**src/hdl/cbl_pkg.sv**
```systemverilog
// Shared constants and carriers for the configuration block loader host controller
package cbl_pkg;

	// ==========================================================
	// Software register map (AXI4-Lite byte offsets)
	localparam logic [7:0]  OFS_CMD      = 8'h00;
	localparam logic [7:0]  OFS_STATUS   = 8'h04;
	localparam logic [7:0]  OFS_DEVADDR  = 8'h08;
	localparam logic [6:0]  DEVADDR_RST  = 7'h65;
	localparam logic [1:0]  RESP_OKAY    = 2'h0;
	localparam logic [1:0]  RESP_SLVERR  = 2'h2;

	// Status word field positions
	localparam int ST_BUSY     = 0;
	localparam int ST_NACK     = 1;
	localparam int ST_REFUSED  = 2;
	localparam int ST_LOADING  = 3;
	localparam int ST_COMPLETE = 4;
	localparam int ST_COUNT_LO = 16;

	// ==========================================================
	// Device command indices on the serial link
	localparam logic [7:0]  DEV_REG_LOCK    = 8'h10;
	localparam logic [7:0]  DEV_REG_RESTART = 8'h11;
	localparam logic [7:0]  DEV_REG_ADDR    = 8'h12;
	localparam logic [7:0]  DEV_REG_WDATA   = 8'h14;

	// ==========================================================
	// Device values
	localparam logic [7:0]  LOCK_LOCKED   = 8'h00;
	localparam logic [7:0]  LOCK_UPDATING = 8'h01;
	localparam logic [7:0]  LOCK_UNLOCK   = 8'h02;
	localparam logic [7:0]  RESTART_VAL   = 8'h00;
	localparam logic [15:0] KEY_WORD      = 16'hbadc;
	localparam logic [15:0] CFG_BASE      = 16'he000;
	localparam logic [9:0]  CFG_BYTES     = 10'h200;
	localparam logic [9:0]  SEG_STEP      = 10'h002;
	localparam logic [15:0] LOG_ADDR_A    = 16'h1000;
	localparam logic [15:0] LOG_ADDR_B    = 16'h107e;

	// ==========================================================
	// Timing
	localparam int CLK_PERIOD_NS  = 40;
	localparam int I2C_QUARTER_NS = 2500;
	localparam int QUARTER_CYC    = (I2C_QUARTER_NS + CLK_PERIOD_NS - 1) / CLK_PERIOD_NS;

	// ==========================================================
	// Carriers
	typedef struct packed {
		logic        two;
		logic [7:0]  reg_idx;
		logic [15:0] data;
	} cbl_cmd_t;

	typedef struct packed {
		logic [5:0] pad_hi;
		logic [9:0] count;
		logic [10:0] pad_lo;
		logic       complete;
		logic       loading;
		logic       refused;
		logic       nack;
		logic       busy;
	} cbl_status_t;

	typedef enum logic [2:0] {
		S_IDLE,
		S_START,
		S_BIT,
		S_ACK,
		S_STOP
	} cbl_state_t;

endpackage

```
**src/hdl/cbl_host.sv**
```systemverilog
// Host controller that loads configuration into the sequencer over its serial link
// ==========================================================
//
// Design decisions made here: the register addresses and the AXI4-Lite interface to the registers.
`timescale 1ns/1ps

module cbl_host #(
	parameter int QUARTER = cbl_pkg::QUARTER_CYC
) (
	// Clock and reset
	input  wire logic        CLOCK,
	input  wire logic        RST_N,
	// AXI4-Lite write channels
	input  wire logic [7:0]  S_AXI_AWADDR,
	input  wire logic        S_AXI_AWVALID,
	output logic             S_AXI_AWREADY,
	input  wire logic [31:0] S_AXI_WDATA,
	input  wire logic [3:0]  S_AXI_WSTRB,
	input  wire logic        S_AXI_WVALID,
	output logic             S_AXI_WREADY,
	output logic [1:0]       S_AXI_BRESP,
	output logic             S_AXI_BVALID,
	input  wire logic        S_AXI_BREADY,
	// AXI4-Lite read channels
	input  wire logic [7:0]  S_AXI_ARADDR,
	input  wire logic        S_AXI_ARVALID,
	output logic             S_AXI_ARREADY,
	output logic [31:0]      S_AXI_RDATA,
	output logic [1:0]       S_AXI_RRESP,
	output logic             S_AXI_RVALID,
	input  wire logic        S_AXI_RREADY,
	// Open-drain serial link
	input  wire logic        SCL_I,
	output logic             SCL_O,
	output logic             SCL_OE_N,
	input  wire logic        SDA_I,
	output logic             SDA_O,
	output logic             SDA_OE_N
);

	// Below three cycles a quarter the synchronised line lags the ack sample
	if (QUARTER < 3 || QUARTER > 255) begin
		$error("QUARTER out of range");
	end

	function automatic logic [1:0] decode(input logic [7:0] a);
		if (a == cbl_pkg::OFS_CMD) begin
			return 2'h1;
		end else if (a == cbl_pkg::OFS_STATUS) begin
			return 2'h2;
		end else if (a == cbl_pkg::OFS_DEVADDR) begin
			return 2'h3;
		end else begin
			return 2'h0;
		end
	endfunction

	// ==========================================================
	// Bus slave
	logic        awready_reg, awready_next, bvalid_reg, bvalid_next;
	logic        arready_reg, arready_next, rvalid_reg, rvalid_next;
	logic [1:0]  bresp_reg, bresp_next, rresp_reg, rresp_next;
	logic [31:0] rdata_reg, rdata_next;
	logic [6:0]  devaddr_reg, devaddr_next;
	logic        wr_fire, rd_fire;
	logic [1:0]  wsel, rsel;
	cbl_pkg::cbl_status_t status;

	assign wr_fire = awready_reg && S_AXI_AWVALID && S_AXI_WVALID;
	assign rd_fire = arready_reg && S_AXI_ARVALID;
	assign wsel    = decode(S_AXI_AWADDR);
	assign rsel    = decode(S_AXI_ARADDR);

	always_comb begin
		awready_next = S_AXI_AWVALID && S_AXI_WVALID && !awready_reg && !bvalid_reg;
		bvalid_next  = wr_fire || (bvalid_reg && !S_AXI_BREADY);
		bresp_next   = bresp_reg;
		devaddr_next = devaddr_reg;
		if (wr_fire) begin
			bresp_next = (wsel == 2'h0) ? cbl_pkg::RESP_SLVERR : cbl_pkg::RESP_OKAY;
			if (wsel == 2'h3 && S_AXI_WSTRB[0]) begin
				devaddr_next = S_AXI_WDATA[6:0];
			end
		end
		arready_next = S_AXI_ARVALID && !arready_reg && !rvalid_reg;
		rvalid_next  = rd_fire || (rvalid_reg && !S_AXI_RREADY);
		rresp_next   = rresp_reg;
		rdata_next   = rdata_reg;
		if (rd_fire) begin
			rresp_next = (rsel == 2'h0) ? cbl_pkg::RESP_SLVERR : cbl_pkg::RESP_OKAY;
			if (rsel == 2'h2) begin
				rdata_next = status;
			end else if (rsel == 2'h3) begin
				rdata_next = {25'h0000000, devaddr_reg};
			end else begin
				rdata_next = 32'h00000000;
			end
		end
	end

	always_ff @(posedge CLOCK) begin
		if (!RST_N) begin
			awready_reg <= 1'b0;
			bvalid_reg  <= 1'b0;
			bresp_reg   <= cbl_pkg::RESP_OKAY;
			arready_reg <= 1'b0;
			rvalid_reg  <= 1'b0;
			rresp_reg   <= cbl_pkg::RESP_OKAY;
			rdata_reg   <= 32'h00000000;
			devaddr_reg <= cbl_pkg::DEVADDR_RST;
		end else begin
			awready_reg <= awready_next;
			bvalid_reg  <= bvalid_next;
			bresp_reg   <= bresp_next;
			arready_reg <= arready_next;
			rvalid_reg  <= rvalid_next;
			rresp_reg   <= rresp_next;
			rdata_reg   <= rdata_next;
			devaddr_reg <= devaddr_next;
		end
	end

	// ==========================================================
	// Sequence guard: a host-side shadow of the device's update state
	cbl_pkg::cbl_cmd_t cmd, cmd_reg, cmd_next;
	logic [7:0]  lock_reg, lock_next;
	logic [15:0] exp_reg, exp_next, last_addr_reg, last_addr_next;
	logic [9:0]  count_reg, count_next;
	logic        loading_reg, loading_next, complete_reg, complete_next;
	logic        nack_reg, nack_next, refused_reg, refused_next;
	logic        cmd_fire, ok, launch, busy, nack_set;

	assign cmd      = cbl_pkg::cbl_cmd_t'(S_AXI_WDATA[24:0]);
	assign cmd_fire = wr_fire && wsel == 2'h1;
	assign launch   = cmd_fire && ok && !busy;

	always_comb begin
		ok = 1'b0;
		case (cmd.reg_idx)
			cbl_pkg::DEV_REG_LOCK: begin
				ok = !cmd.two && !(cmd.data[7:0] == cbl_pkg::LOCK_LOCKED
					&& loading_reg && !complete_reg);
			end
			cbl_pkg::DEV_REG_RESTART: begin
				ok = !cmd.two && lock_reg == cbl_pkg::LOCK_LOCKED
					&& cmd.data[7:0] == cbl_pkg::RESTART_VAL;
			end
			cbl_pkg::DEV_REG_ADDR: begin
				ok = cmd.two && (!loading_reg || cmd.data == exp_reg);
			end
			cbl_pkg::DEV_REG_WDATA: begin
				ok = cmd.two && lock_reg != cbl_pkg::LOCK_LOCKED
					&& (loading_reg ? !complete_reg : cmd.data == cbl_pkg::KEY_WORD);
			end
			default: begin
				ok = 1'b0;
			end
		endcase
	end

	always_comb begin
		cmd_next       = cmd_reg;
		lock_next      = lock_reg;
		exp_next       = exp_reg;
		last_addr_next = last_addr_reg;
		count_next     = count_reg;
		loading_next   = loading_reg;
		complete_next  = complete_reg;
		if (launch) begin
			cmd_next = cmd;
			if (cmd.reg_idx == cbl_pkg::DEV_REG_LOCK) begin
				lock_next = cmd.data[7:0];
				if (cmd.data[7:0] == cbl_pkg::LOCK_LOCKED) begin
					loading_next = 1'b0;
				end
			end else if (cmd.reg_idx == cbl_pkg::DEV_REG_ADDR) begin
				last_addr_next = cmd.data;
			end else if (cmd.reg_idx == cbl_pkg::DEV_REG_WDATA) begin
				if (!loading_reg && last_addr_reg == cbl_pkg::CFG_BASE) begin
					loading_next  = 1'b1;
					complete_next = 1'b0;
					exp_next      = cbl_pkg::CFG_BASE;
					count_next    = 10'h000;
				end else if (loading_reg) begin
					exp_next      = exp_reg + 16'(cbl_pkg::SEG_STEP);
					count_next    = count_reg + cbl_pkg::SEG_STEP;
					complete_next = count_reg + cbl_pkg::SEG_STEP == cbl_pkg::CFG_BYTES;
				end
			end
		end
		// A new event wins over a software clear in the same cycle
		nack_next    = nack_set || (nack_reg && !(wr_fire && wsel == 2'h2
			&& S_AXI_WDATA[cbl_pkg::ST_NACK]));
		refused_next = (cmd_fire && !launch) || (refused_reg && !(wr_fire && wsel == 2'h2
			&& S_AXI_WDATA[cbl_pkg::ST_REFUSED]));
	end

	always_comb begin
		status          = '0;
		status.busy     = busy;
		status.nack     = nack_reg;
		status.refused  = refused_reg;
		status.loading  = loading_reg;
		status.complete = complete_reg;
		status.count    = count_reg;
	end

	always_ff @(posedge CLOCK) begin
		if (!RST_N) begin
			cmd_reg       <= '0;
			lock_reg      <= cbl_pkg::LOCK_LOCKED;
			exp_reg       <= cbl_pkg::CFG_BASE;
			last_addr_reg <= 16'h0000;
			count_reg     <= 10'h000;
			loading_reg   <= 1'b0;
			complete_reg  <= 1'b0;
			nack_reg      <= 1'b0;
			refused_reg   <= 1'b0;
		end else begin
			cmd_reg       <= cmd_next;
			lock_reg      <= lock_next;
			exp_reg       <= exp_next;
			last_addr_reg <= last_addr_next;
			count_reg     <= count_next;
			loading_reg   <= loading_next;
			complete_reg  <= complete_next;
			nack_reg      <= nack_next;
			refused_reg   <= refused_next;
		end
	end

	// ==========================================================
	// Serial link engine; write-only, since nothing is read back
	cbl_pkg::cbl_state_t st_reg, st_next;
	logic [7:0] div_reg, div_next, shift_reg, shift_next;
	logic [1:0] ph_reg, ph_next, byte_reg, byte_next;
	logic [2:0] bit_reg, bit_next;
	logic       scl_reg, scl_next, sda_reg, sda_next;
	logic       scl_s1, scl_s2, sda_s1, sda_s2, tick;
	logic [1:0] last_byte;

	assign busy      = st_reg != cbl_pkg::S_IDLE;
	assign tick      = busy && div_reg == 8'(QUARTER - 1) && !(ph_reg == 2'h3 && !scl_s2);
	assign last_byte = cmd_reg.two ? 2'h3 : 2'h2;
	assign nack_set  = tick && st_reg == cbl_pkg::S_ACK && ph_reg == 2'h2 && sda_s2;

	always_comb begin
		st_next    = st_reg;
		// Holds at the end of a quarter while a slave stretches the clock
		div_next   = (tick || !busy) ? 8'h00
			: (div_reg == 8'(QUARTER - 1)) ? div_reg : div_reg + 8'h01;
		ph_next    = ph_reg;
		bit_next   = bit_reg;
		byte_next  = byte_reg;
		shift_next = shift_reg;
		scl_next   = scl_reg;
		sda_next   = sda_reg;
		if (launch) begin
			st_next    = cbl_pkg::S_START;
			ph_next    = 2'h0;
			byte_next  = 2'h0;
			bit_next   = 3'h7;
			shift_next = {devaddr_reg, 1'b0};
		end else if (tick) begin
			ph_next = ph_reg + 2'h1;
			case (st_reg)
				cbl_pkg::S_START: begin
					sda_next = ph_reg == 2'h2 ? 1'b0 : sda_reg;
					if (ph_reg == 2'h3) begin
						st_next = cbl_pkg::S_BIT;
					end
				end
				cbl_pkg::S_BIT: begin
					// Data moves a quarter after the clock falls, never with it
					if (ph_reg == 2'h0) begin
						scl_next = 1'b0;
					end else if (ph_reg == 2'h1) begin
						sda_next = shift_reg[7];
					end else if (ph_reg == 2'h2) begin
						scl_next = 1'b1;
					end else if (ph_reg == 2'h3) begin
						shift_next = {shift_reg[6:0], 1'b0};
						bit_next   = bit_reg - 3'h1;
						if (bit_reg == 3'h0) begin
							st_next = cbl_pkg::S_ACK;
						end
					end
				end
				cbl_pkg::S_ACK: begin
					if (ph_reg == 2'h0) begin
						scl_next = 1'b0;
					end else if (ph_reg == 2'h1) begin
						sda_next = 1'b1;
					end else if (ph_reg == 2'h2) begin
						scl_next = 1'b1;
					end else if (ph_reg == 2'h3) begin
						byte_next = byte_reg + 2'h1;
						// Low byte of each pair goes first, so the device's auto-increment
						// lands the high byte in the partner register
						case (byte_reg)
							2'h0: shift_next = cmd_reg.reg_idx;
							2'h1: shift_next = cmd_reg.data[7:0];
							default: shift_next = cmd_reg.data[15:8];
						endcase
						// Judged from the line, so an uncleared old nack cannot cut a frame
						st_next = (sda_s2 || byte_reg == last_byte) ? cbl_pkg::S_STOP
							: cbl_pkg::S_BIT;
					end
				end
				cbl_pkg::S_STOP: begin
					if (ph_reg == 2'h0) begin
						scl_next = 1'b0;
					end else if (ph_reg == 2'h1) begin
						sda_next = 1'b0;
					end else if (ph_reg == 2'h2) begin
						scl_next = 1'b1;
					end else if (ph_reg == 2'h3) begin
						sda_next = 1'b1;
						st_next  = cbl_pkg::S_IDLE;
					end
				end
				default: begin
					st_next = cbl_pkg::S_IDLE;
				end
			endcase
		end
	end

	always_ff @(posedge CLOCK) begin
		if (!RST_N) begin
			st_reg    <= cbl_pkg::S_IDLE;
			div_reg   <= 8'h00;
			ph_reg    <= 2'h0;
			bit_reg   <= 3'h7;
			byte_reg  <= 2'h0;
			shift_reg <= 8'h00;
			scl_reg   <= 1'b1;
			sda_reg   <= 1'b1;
			scl_s1    <= 1'b1;
			scl_s2    <= 1'b1;
			sda_s1    <= 1'b1;
			sda_s2    <= 1'b1;
		end else begin
			st_reg    <= st_next;
			div_reg   <= div_next;
			ph_reg    <= ph_next;
			bit_reg   <= bit_next;
			byte_reg  <= byte_next;
			shift_reg <= shift_next;
			scl_reg   <= scl_next;
			sda_reg   <= sda_next;
			scl_s1    <= SCL_I;
			scl_s2    <= scl_s1;
			sda_s1    <= SDA_I;
			sda_s2    <= sda_s1;
		end
	end

	// ==========================================================
	// Outputs; the pins only ever pull low, so the data outputs stay at zero
	assign S_AXI_AWREADY = awready_reg;
	assign S_AXI_WREADY  = awready_reg;
	assign S_AXI_BVALID  = bvalid_reg;
	assign S_AXI_BRESP   = bresp_reg;
	assign S_AXI_ARREADY = arready_reg;
	assign S_AXI_RVALID  = rvalid_reg;
	assign S_AXI_RRESP   = rresp_reg;
	assign S_AXI_RDATA   = rdata_reg;
	assign SCL_O         = 1'b0;
	assign SDA_O         = 1'b0;
	assign SCL_OE_N      = scl_reg;
	assign SDA_OE_N      = sda_reg;

	// ==========================================================
	// Checks
	property p_key_first;
		@(posedge CLOCK) disable iff (!RST_N)
		$rose(loading_reg) |-> $past(launch) && cmd_reg.data == cbl_pkg::KEY_WORD
			&& cmd_reg.reg_idx == cbl_pkg::DEV_REG_WDATA;
	endproperty
	a_key_first: assert property (p_key_first) else $error("load began without key");

	property p_early_lock;
		@(posedge CLOCK) disable iff (!RST_N)
		cmd_fire && cmd.reg_idx == cbl_pkg::DEV_REG_LOCK && !cmd.two
			&& cmd.data[7:0] == cbl_pkg::LOCK_LOCKED && loading_reg && !complete_reg
			|=> refused_reg && loading_reg;
	endproperty
	a_early_lock: assert property (p_early_lock) else $error("early lock not refused");

	property p_addr_order;
		@(posedge CLOCK) disable iff (!RST_N)
		cmd_fire && cmd.reg_idx == cbl_pkg::DEV_REG_ADDR && loading_reg
			&& cmd.data != exp_reg |=> refused_reg && $stable(last_addr_reg);
	endproperty
	a_addr_order: assert property (p_addr_order) else $error("out of order address sent");

	property p_seg_even;
		@(posedge CLOCK) disable iff (!RST_N)
		cmd_fire && cmd.reg_idx == cbl_pkg::DEV_REG_WDATA && !cmd.two |-> !launch ##1 refused_reg;
	endproperty
	a_seg_even: assert property (p_seg_even) else $error("odd data write sent");

	property p_count;
		@(posedge CLOCK) disable iff (!RST_N)
		complete_reg |-> count_reg == cbl_pkg::CFG_BYTES && exp_reg == cbl_pkg::CFG_BASE + 16'h0200;
	endproperty
	a_count: assert property (p_count) else $error("block size mismatch");

	property p_lock_shadow;
		@(posedge CLOCK) disable iff (!RST_N)
		launch && cmd.reg_idx == cbl_pkg::DEV_REG_LOCK |=> lock_reg == $past(cmd.data[7:0]) && busy;
	endproperty
	a_lock_shadow: assert property (p_lock_shadow) else $error("lock shadow stale");

	property p_restart_locked;
		@(posedge CLOCK) disable iff (!RST_N)
		$rose(busy) && cmd_reg.reg_idx == cbl_pkg::DEV_REG_RESTART
			|-> lock_reg == cbl_pkg::LOCK_LOCKED;
	endproperty
	a_restart_locked: assert property (p_restart_locked) else $error("restart while unlocked");

	property p_data_locked;
		@(posedge CLOCK) disable iff (!RST_N)
		cmd_fire && cmd.reg_idx == cbl_pkg::DEV_REG_WDATA && lock_reg == cbl_pkg::LOCK_LOCKED
			|=> refused_reg ##1 $stable(count_reg);
	endproperty
	a_data_locked: assert property (p_data_locked) else $error("data sent while locked");

endmodule

```
**config.mk**
```make
export PLATFORM = sky130hd
export DESIGN_NAME = cbl_host
export DESIGN_NICKNAME = d
export VERILOG_FILES = /design/src/hdl/cbl_pkg.sv /design/src/hdl/cbl_host.sv
export SDC_FILE = /design/constraint.sdc
export NUM_CORES = 1
export LEC_CHECK = 0
export BUFFER_PORTS_ARGS = -buffer_cell sky130_fd_sc_hd__buf_2
export CORE_AREA = 5 5 135 111
export CTS_CLUSTER_SIZE = 20
export DETAILED_ROUTE_END_ITERATION = 8
export DIE_AREA = 0 0 140 116
export HOLD_SLACK_MARGIN = 0.05
export PLACE_DENSITY = 0.84
export SYNTH_ARGS = -nofsm -noshare
export SYNTH_HDL_FRONTEND = slang
export SYNTH_SLANG_ARGS = --single-unit
```
**constraint.sdc**
```tcl
create_clock -name CLOCK -period 2.3 [get_ports CLOCK]
set_input_delay 0.345 -clock CLOCK [delete_from_list [all_inputs] [get_ports CLOCK]]
set_output_delay 0.345 -clock CLOCK [all_outputs]
set_load 0.005 [all_outputs]
```
==> results.sh, run 1 <==
export IMPL_status="complete, but fails checks"
export IMPL_violations="negative setup slack"
export IMPL_synth_edf_count=0
export IMPL_cpLargestDelayFamily="simple AND/OR/NAND/NOR gates"
export IMPL_syn_instance_count=797
export IMPL_min_path_cells=2
export IMPL_cts_tree="built"
export IMPL_finalPower_mw=5.65
export IMPL_dieArea_um2=16200
export IMPL_insertion_delay_ns=0.43
export IMPL_r2r_start="lock_reg[3]$_SDFFE_PN0P_"
export IMPL_r2r_end="shift_reg[4]$_SDFFE_PN0P_"
export IMPL_drive_gt1_share_pct=24.8
export IMPL_ys_ff_latch=139
export IMPL_grt_pass1_vias=5947
export IMPL_overflow=0
export IMPL_cp_slowest_stage_delay_ns=0.57
export IMPL_pin_count=106
export IMPL_async_flop_share_pct=0
export IMPL_avgSynthCellArea_um2=8.47
export IMPL_ys_top_cells_by_count="139 x dfxtp_1, 118 x nand2_1, 73 x nor2_1"
export IMPL_power_leakage_nw=3.63
export IMPL_p_per_area_nw_per_um2=652
export IMPL_peakVddDrop_mv=0.641
export IMPL_drtIter0Drc=803
export IMPL_grt_max_degree=47
export IMPL_slew_viol_final=0
export IMPL_cp_common_cell="buf_4"
export IMPL_drv_cap=0
export IMPL_hold_viol=0
export IMPL_core_um2=13400
export IMPL_r2r_cells=9
export IMPL_htreeDepth=4
export IMPL_hold_buffers=0
export IMPL_ant_nets=0
export IMPL_die_x_um=140
export IMPL_hpwlAfterDp_um=12800
export IMPL_antenna_found_initial=0
export IMPL_ys_warn_count=0
export IMPL_yosysTopAreaCell="dfxtp_1"
export IMPL_drc=0
export IMPL_path_clk_slew_ns=0.06
export IMPL_grt_pass1_wl_um=30400
export IMPL_worst_setup_path_start_kind="flop"
export IMPL_antennaDiodeCount=0
export IMPL_r2r_slack_ns=-0.04
export IMPL_yosysTopAreaCellShare_pct=41.2
export IMPL_finalWirelength_um=21000
export IMPL_timing_final_crit_share_pct=102
export IMPL_cts_sinks=139
export IMPL_track_usage_pct=23.2
export IMPL_cts_root_buffer="clkbuf_16"
export IMPL_min_to="scl_s1$_SDFF_PN1_"
export IMPL_arrival_ns=2.71
export IMPL_fmax_mhz=428
export IMPL_setup_viol=5
export IMPL_wl_per_cell_um=18.8
export IMPL_ys_types=65
export IMPL_cp_slowest_cell="or4_4"
export IMPL_synth_most_common_cell="dfxtp_1"
export IMPL_num_rows=38
export IMPL_syn_cell_area_um2=6750
export IMPL_path_cells="or4_4, nor3_4, a221o_2, buf_4, a21oi_4, a2111oi_4, buf_4, o21ai_0, nand2_1"
export IMPL_synth_ff_type="dfxtp_1"
export IMPL_path_buf_inv=2
export IMPL_path_class="reg2reg"
export IMPL_fin_crit_ns=2.34
export IMPL_ys_top_cells_by_area="dfxtp_1 41%, nand2_1 6.6%, xnor2_1 5.5%"
export IMPL_fp_dieH_um=116
export IMPL_drtPass1Iterations=5
export IMPL_gp_congestion=0.924
export IMPL_largest_reg_flops=25
export IMPL_slew_headroom_pct=66.9
export IMPL_setup_ws_ns=-0.0369
export IMPL_rsz0062_at_grt="true"
export IMPL_cts_buffers=17
export IMPL_hold_path_class="in2reg"
export IMPL_num_vias=6654
export IMPL_cp_required_ns=2.67
export IMPL_worstMarginPinSlew_ns=0.493
export IMPL_cp_max_fo=7
export IMPL_nets=998
export IMPL_area_delta_synth_final_pct=28.5
export IMPL_end_kind="flop"
export IMPL_clock_path_buffers=2
export IMPL_final_core_utilization_pct=64.7
export IMPL_via_per_inst=5.95
export IMPL_hp_start="SCL_I"
export IMPL_synth_seq_area_share_pct=41.2
export IMPL_start_util_pct=50.3
export IMPL_io_buffers=76
export IMPL_final_setup_skew_ns=0.0111
==> kinds of logic after synthesis <==
logic type | synth area share (%)
buffers and inverters | 6.29
adders and majority gates | 2.37
muxes | 5.34
DFF | 41.2
xor gates and xnor gates | 6.36
and+or+nand+nor | 24.6
other | 0.0556
AOI/OAI and AO/OA | 13.7
==> metal layers <==
metal	wire (um)	vias up	track usage [%]
li1	-	3018	-
met1	8370	3118	31.1
met2	9550	452	36.1
met3	2470	66	5.73
met4	603	0	9.43
met5	0	-	0
==> how the worst max path moves through the flow <==
stage,startpoint,to,slack [ns],depth (start not counted)
after floorplan,st_reg[0]$_SDFFE_PN0P_,exp_reg[11]$_SDFFE_PN0P_,0.04,10
after global placement,S_AXI_WDATA[9],cmd_reg[21]$_SDFFE_PN0P_,-0.14,9
after detailed placement,S_AXI_WDATA[9],cmd_reg[24]$_SDFFE_PN0P_,-0.16,10
after CTS,lock_reg[7]$_SDFFE_PN0P_,cmd_reg[17]$_SDFFE_PN0P_,-0.008,9
after global routing,lock_reg[3]$_SDFFE_PN0P_,shift_reg[4]$_SDFFE_PN0P_,-0.11,9
final,lock_reg[3]$_SDFFE_PN0P_,shift_reg[4]$_SDFFE_PN0P_,-0.04,9
==> what timing repair did <==
action                     4_1_cts  5_1_grt
setup endpoints to repair       92       92
pin swaps                        4       14
gates cloned                     0        3
setup buffers                    1        8
hold endpoints to repair         0        0
gates resized for setup          9       55
==> where the power goes <==
group	internal, mW	leakage, nW	switching (mW)	total [mW]
logic	0.103	2.20	0.173	0.276
registers	2.42	1.12	0.00457	2.42
clock network	1.90	0.310	1.05	2.95
total	4.42	3.63	1.23	5.65
==> through the flow <==
stage | instances | setup TNS [ns] | hold WS (ns) | cell area (um^2) | setup WS [ns]
2_1_floorplan | 815 | 0 | 0.386 | 6820 | 0.0391
3_3_place_gp | 1074 | -9.05 | 0.391 | 7600 | -0.137
3_5_place_dp | 1074 | -10.23 | 0.394 | 7600 | -0.159
4_1_cts | 1107 | -0.0164 | 0.103 | 8280 | -0.00787
5_1_grt | 1118 | -2.19 | 0.120 | 8670 | -0.107
6_report | 1118 | -0.165 | 0.105 | 8670 | -0.0369
==> cell usage in the layout (no fill, tap or decap), types with 6 or more instances in the layout <==
cell type	synthesis	final
dfxtp_1	139	138
nand2_1	118	116
buf_2	6	76
nor2_1	73	72
buf_4	22	57
a21oi_1	49	43
xnor2_1	42	42
mux2i_1	36	36
nand3_1	33	32
inv_1	22	22
o21ai_0	25	22
conb_1	1	19
a22oi_1	18	18
clkbuf_16	0	18
nor3_1	28	16
and3_1	16	16
nand4_1	13	13
ha_1	12	12
nand2b_1	11	11
nor3_2	0	10
buf_6	3	8
nor4_1	9	7
xor2_1	7	7
a311oi_1	6	6
buf_12	0	6
==> final cells by class <==
type                            count  area [um^2]
Fill cell                         971         4740
Clock inverter                     10          164
Clock buffer                       22          474
Inverter                           22         82.6
Sequential cell                   139         2780
Multi-Input combinational cell    595         3870
Tap cell                          180          225
Timing Repair Buffer              150         1070
Power figures use the tool's default switching activity.
==> inputs of run 2 (changes only) <==
--- a/config.mk
+++ b/config.mk
@@ -6,12 +6,12 @@
 export NUM_CORES = 1
 export LEC_CHECK = 0
 export BUFFER_PORTS_ARGS = -buffer_cell sky130_fd_sc_hd__buf_2
-export CORE_AREA = 5 5 135 111
+export CORE_AREA = 5 5 128 106
 export CTS_CLUSTER_SIZE = 20
 export DETAILED_ROUTE_END_ITERATION = 8
-export DIE_AREA = 0 0 140 116
+export DIE_AREA = 0 0 133 111
 export HOLD_SLACK_MARGIN = 0.05
-export PLACE_DENSITY = 0.84
+export PLACE_DENSITY = 0.88
 export SYNTH_ARGS = -nofsm -noshare
 export SYNTH_HDL_FRONTEND = slang
 export SYNTH_SLANG_ARGS = --single-unit
==> constraint.sdc (replaced) <==
create_clock -name CLOCK -period 2.4 [get_ports CLOCK]
set_input_delay 0.36 -clock CLOCK [delete_from_list [all_inputs] [get_ports CLOCK]]
set_output_delay 0.36 -clock CLOCK [all_outputs]
set_load 0.005 [all_outputs]
==> run 2 against run 1 <==
Against the previous run: the run now ends clean; clock skew down 0.0023 ns; critical endpoint is now cmd_reg[8]$_SDFFE_PN0P_; register-to-register slack better by 0.097 ns; highest routed layer unchanged; sequential share of layout area up 2.0 points; clock power down 8.1%; largest power group unchanged.
==> results.sh, run 2 (same netlist as run 1, synthesis figures left out) <==
export IMPL_drive_gt1_share_pct=20.8
export IMPL_pwr_share_clk_pct=51.4
export IMPL_finalPower_mw=5.26
export IMPL_min_to="sda_s1$_SDFF_PN1_"
export IMPL_final_common_cell="dfxtp_1"
export IMPL_finalWirelength_um=18200
export IMPL_die_x_um=133
export IMPL_comb_power_share_pct=4.5
export IMPL_r2r_end="cmd_reg[8]$_SDFFE_PN0P_"
export IMPL_insertion_delay_ns=0.42
export IMPL_gp_congestion=0.937
export IMPL_peakVddDrop_mv=0.486
export IMPL_end_kind="flop"
export IMPL_seq_power_share_pct=44.0
export IMPL_r2r_cells=9
export IMPL_worst_setup_path_start_kind="flop"
export IMPL_r2r_slack_ns=0.06
export IMPL_cp_common_cell="buf_6"
export IMPL_tns_ns=0
export IMPL_drc=0
export IMPL_cp_slowest_cell="or4_4"
export IMPL_cts_tree="built"
export IMPL_switching_share_pct=22.6
export IMPL_grt_pass1_vias=5859
export IMPL_hold_path_class="in2reg"
export IMPL_fin_crit_ns=2.34
export IMPL_path_class="reg2reg"
export IMPL_antennaDiodeCount=0
export IMPL_rsz0062_at_grt="true"
export IMPL_r2r_start="lock_reg[7]$_SDFFE_PN0P_"
export IMPL_start_util_pct=56.1
export IMPL_fill_cells=886
export IMPL_cp_max_fo=11
export IMPL_cp_slowest_stage_delay_ns=0.56
export IMPL_num_rows=36
export IMPL_drtIter0Drc=600
export IMPL_antenna_found_initial=0
export IMPL_cts_sinks=139
export IMPL_nets=973
export IMPL_drtPass1Iterations=7
export IMPL_via_per_inst=5.79
export IMPL_hold_viol=0
export IMPL_grt_pass1_wl_um=29200
export IMPL_largest_reg_flops=25
export IMPL_final_core_utilization_pct=67.9
export IMPL_overflow=0
export IMPL_hpwlAfterDp_um=12600
export IMPL_cell_internal_pwr_mw=4.07
export IMPL_setup_viol=0
export IMPL_drv_cap=0
export IMPL_final_cell_area_um2=8160
export IMPL_power_leakage_nw=3.41
export IMPL_pin_count=106
export IMPL_cts_buffers=17
export IMPL_fmax_mhz=427
export IMPL_track_usage_pct=24.2
export IMPL_final_setup_skew_ns=0.00879
export IMPL_placed_area_um2=7440
export IMPL_p_switching_mw=1.19
export IMPL_fp_dieH_um=111
export IMPL_status="complete, no violations"
export IMPL_p_per_area_nw_per_um2=645
export IMPL_htreeDepth=4
export IMPL_layout_common_cells="136 x dfxtp_1, 117 x nand2_1, 76 x buf_2"
export IMPL_io_buffers=76
export IMPL_post_place_ws_ns=-0.0600
export IMPL_core_um2=12000
export IMPL_slew_viol_final=0
export IMPL_min_path_cells=2
export IMPL_hold_buffers=0
export IMPL_ant_nets=0
export IMPL_wl_per_cell_um=17.1
export IMPL_timing_final_crit_share_pct=97.5
export IMPL_path_clk_slew_ns=0.06
export IMPL_cts_root_buffer="clkbuf_16"
export IMPL_arrival_ns=2.63
export IMPL_path_cells="or4_4, nor3_4, a221o_1, buf_6, nand3_1, a21o_1, buf_6, nand2_1, a21oi_1"
export IMPL_setup_ws_ns=0.0598
export IMPL_grt_max_degree=49
export IMPL_clock_path_buffers=2
export IMPL_dieArea_um2=14800
export IMPL_area_delta_synth_final_pct=21.0
export IMPL_hp_start="SDA_I"
export IMPL_cp_required_ns=2.69
export IMPL_num_vias=6166
-- run 2: power by group through the flow --
| stage | clock network, mW | logic (mW) | registers (mW) |
|---|---|---|---|
| 5_1_grt | 2.82 | 0.251 | 2.32 |
| 3_5_place_dp | 0 | 0.224 | 2.37 |
| 2_1_floorplan | 0 | 0.121 | 2.37 |
| 3_3_place_gp | 0 | 0.222 | 2.37 |
| 6_report | 2.71 | 0.238 | 2.32 |
| 4_1_cts | 2.71 | 0.227 | 2.32 |
-- run 2: metal layers --
layer,part of all wire (%),global-route usage (%),vias to the layer above
met2,45,37.7,293
li1,-,-,2967
met4,1.9,8.45,0
met5,0,0,-
met1,42,31.9,2870
met3,10,7.53,36
-- run 2: worst max path at each step --
| stage | from | end | slack [ns] | cells past startpoint |
|---|---|---|---|---|
| 4_1_cts | exp_reg[9]$_SDFFE_PN0P_ | cmd_reg[8]$_SDFFE_PN0P_ | 0.007 | 9 |
| 3_5_place_dp | S_AXI_WDATA[9] | last_addr_reg[14]$_SDFFE_PN0P_ | -0.06 | 9 |
| 5_1_grt | lock_reg[7]$_SDFFE_PN0P_ | cmd_reg[8]$_SDFFE_PN0P_ | -0.03 | 9 |
| 6_report | lock_reg[7]$_SDFFE_PN0P_ | cmd_reg[8]$_SDFFE_PN0P_ | 0.06 | 9 |
| 2_1_floorplan | S_AXI_WDATA[18] | exp_reg[11]$_SDFFE_PN0P_ | 0.13 | 11 |
| 3_3_place_gp | S_AXI_WDATA[9] | cmd_reg[22]$_SDFFE_PN0P_ | -0.03 | 9 |
-- run 2: area by class of cell --
cell class                 instances  area [um^2]  share of cell area (%)
timing repair buffer             127          807                    9.89
inverter                          22         82.6                    1.01
clock buffer                      19          443                    5.43
multi-input combinational        593         3680                    45.1
clock inverter                    13          168                    2.05
tap                              152          190                    2.33
sequential                       139         2790                    34.1
-- run 2: timing repair --
action / CTS / global route
pin swaps: 3 / 4
resized for setup: 1 / 23
setup endpoints to repair: 17 / 78
buffers inserted: 1 / 0
-- run 2: metrics by stage --
| step | cells | hold slack (ns) |
|---|---|---|
| floorplan | 815 | 0.386 |
| global placement | 1032 | 0.393 |
| detailed placement | 1032 | 0.394 |
| CTS | 1065 | 0.115 |
| global route | 1065 | 0.123 |
| finish | 1065 | 0.119 |
-- run 2: critical path: cells and delay by family, from the launching register on --
family                 cells  cell delay [ns]
AOI/OAI and AO/OA          3             0.64
buffers and inverters      2             0.33
DFF                        1             0.32
and+or+nand+nor            4             0.92
==> inputs of run 3 (changes only) <==
--- a/config.mk
+++ b/config.mk
@@ -6,12 +6,12 @@
 export NUM_CORES = 1
 export LEC_CHECK = 0
 export BUFFER_PORTS_ARGS = -buffer_cell sky130_fd_sc_hd__buf_2
-export CORE_AREA = 5 5 128 106
+export CORE_AREA = 5 5 160 85
 export CTS_CLUSTER_SIZE = 20
 export DETAILED_ROUTE_END_ITERATION = 8
-export DIE_AREA = 0 0 133 111
+export DIE_AREA = 0 0 165 90
 export HOLD_SLACK_MARGIN = 0.05
-export PLACE_DENSITY = 0.88
+export PLACE_DENSITY = 0.89
 export SYNTH_ARGS = -nofsm -noshare
 export SYNTH_HDL_FRONTEND = slang
 export SYNTH_SLANG_ARGS = --single-unit
==> run 3 against run 2 <==
Against the previous run: final area increased by 0.28%; flip-flop and latch count unchanged; die area increased by 0.59%; core utilization decreased by 0.73 points; clock-buffer cell count decreased by 1; via count increased by 3.2%; largest cell class unchanged; largest power group unchanged.
==> results.sh, run 3 (same netlist as run 1, synthesis figures left out) <==
export IMPL_fill_cells=1002
export IMPL_cell_internal_pwr_mw=3.96
export IMPL_htreeDepth=4
export IMPL_switching_share_pct=23.4
export IMPL_seq_area_um2=2780
export IMPL_cts_tree="built"
export IMPL_tns_ns=0
export IMPL_dieArea_um2=14900
export IMPL_overflow=0
export IMPL_dp_cells=1061
export IMPL_final_cell_area_um2=8180
export IMPL_cts_root_buffer="clkbuf_16"
export IMPL_stdcell_count=1094
export IMPL_largest_reg_flops=25
export IMPL_path_clk_slew_ns=0.06
export IMPL_layout_common_cells="139 x dfxtp_1, 117 x nand2_1, 76 x buf_2"
export IMPL_nets=984
export IMPL_insertion_delay_ns=0.42
export IMPL_pwr_share_clk_pct=50.4
export IMPL_num_rows=29
export IMPL_final_core_utilization_pct=67.1
export IMPL_area_delta_synth_final_pct=21.3
export IMPL_cp_required_ns=2.70
export IMPL_arrival_ns=2.63
export IMPL_cp_max_fo=11
export IMPL_io_buffers=76
export IMPL_seq_power_share_pct=44.8
export IMPL_grt_max_degree=45
export IMPL_pin_count=106
export IMPL_path_class="reg2reg"
export IMPL_cts_buffers=17
export IMPL_final_setup_skew_ns=0.00717
export IMPL_fp_dieH_um=90
export IMPL_finalWirelength_um=19300
export IMPL_r2r_slack_ns=0.07
export IMPL_via_per_inst=5.82
export IMPL_fin_crit_ns=2.33
export IMPL_gp_congestion=0.936
export IMPL_placed_area_um2=7570
export IMPL_p_per_area_nw_per_um2=632
export IMPL_antennaDiodeCount=0
export IMPL_drc=0
export IMPL_hpwlAfterDp_um=14100
export IMPL_drive_gt1_share_pct=20.5
export IMPL_grt_pass1_vias=5840
export IMPL_cts_sinks=139
export IMPL_timing_final_crit_share_pct=97.2
export IMPL_peakVddDrop_mv=0.427
export IMPL_end_kind="flop"
export IMPL_start_util_pct=55.3
export IMPL_hold_path_class="in2reg"
export IMPL_p_switching_mw=1.21
export IMPL_power_leakage_nw=3.45
export IMPL_post_place_ws_ns=-0.0823
export IMPL_drv_cap=0
export IMPL_hold_slack_ns=0.117
export IMPL_setup_viol=0
export IMPL_hold_viol=0
export IMPL_num_vias=6365
export IMPL_track_usage_pct=25.9
export IMPL_die_x_um=165
export IMPL_comb_power_share_pct=4.7
export IMPL_ant_nets=0
export IMPL_wl_per_cell_um=17.7
export IMPL_finalPower_mw=5.17
export IMPL_hold_buffers=0
export IMPL_drtPass1Iterations=5
export IMPL_multiInputGateArea_um2=3620
export IMPL_core_um2=12200
export IMPL_final_common_cell="dfxtp_1"
export IMPL_clock_path_buffers=2
export IMPL_fmax_mhz=429
export IMPL_status="complete, no violations"
export IMPL_rsz0062_at_grt="true"
export IMPL_grt_pass1_wl_um=30500
export IMPL_antenna_found_initial=0
export IMPL_drtIter0Drc=782
export IMPL_worst_setup_path_start_kind="flop"
export IMPL_slew_viol_final=0
export IMPL_setup_ws_ns=0.0667
## run 3: cell count changes in the layout (fill, tap and decap cells not counted), moves of 4 or more
cell      previous run  this run
clkinv_4             4         0
nor3_1              22        27
buf_4               45        57
nor3_2               5         1
## run 3: worst max-delay path: stages (launching register included)
cell	delay [ns]
dfxtp_1	0.34
or4_4	0.56
nor3_1	0.20
a221o_1	0.30
buf_6	0.15
nand3_1	0.06
a21o_1	0.23
buf_4	0.21
nand2_1	0.08
a21oi_1	0.06
## run 3: cell type report
type	count	share of cell area, %
inverters	22	1.01
repair buffers	138	11.0
clock buffers	18	5.37
clock inverters	14	1.76
flip-flops and latches	139	34.0
well taps	170	2.60
multi-input cells	593	44.3
## run 3: final timing paths
| kind | start | endpoint | depth (start not counted) |
|---|---|---|---|
| setup / recovery | lock_reg[7]$_SDFFE_PN0P_ | cmd_reg[11]$_SDFFE_PN0P_ | 9 |
| hold / removal | SCL_I | scl_s1$_SDFF_PN1_ | 2 |
| setup reg to reg | lock_reg[7]$_SDFFE_PN0P_ | cmd_reg[11]$_SDFFE_PN0P_ | 9 |
| hold reg to reg | scl_s1$_SDFF_PN1_ | scl_s2$_SDFF_PN1_ | 1 |
## run 3: repair_timing
| item | in CTS | in global routing |
|---|---|---|
| endpoints found under the setup margin | 0 | 46 |
| resized for setup | 0 | 5 |
| setup buffers | 0 | 1 |
## run 3: metal layers
metal	vias up	wire (um)	GRT usage (%)	share of wire, %
met5	-	0	0	0
met4	0	236	5.95	1.2
met3	29	2690	8.36	14
met2	351	7950	36.5	41
met1	2981	8460	38.3	44
li1	3004	-	-	-
## run 3: power groups by stage
stage / registers (mW) / logic (mW) / clock network, mW
finish: 2.32 / 0.245 / 2.61
global route: 2.32 / 0.262 / 2.73
CTS: 2.32 / 0.238 / 2.62
detailed placement: 2.37 / 0.235 / 0
global placement: 2.37 / 0.231 / 0
floorplan: 2.37 / 0.121 / 0
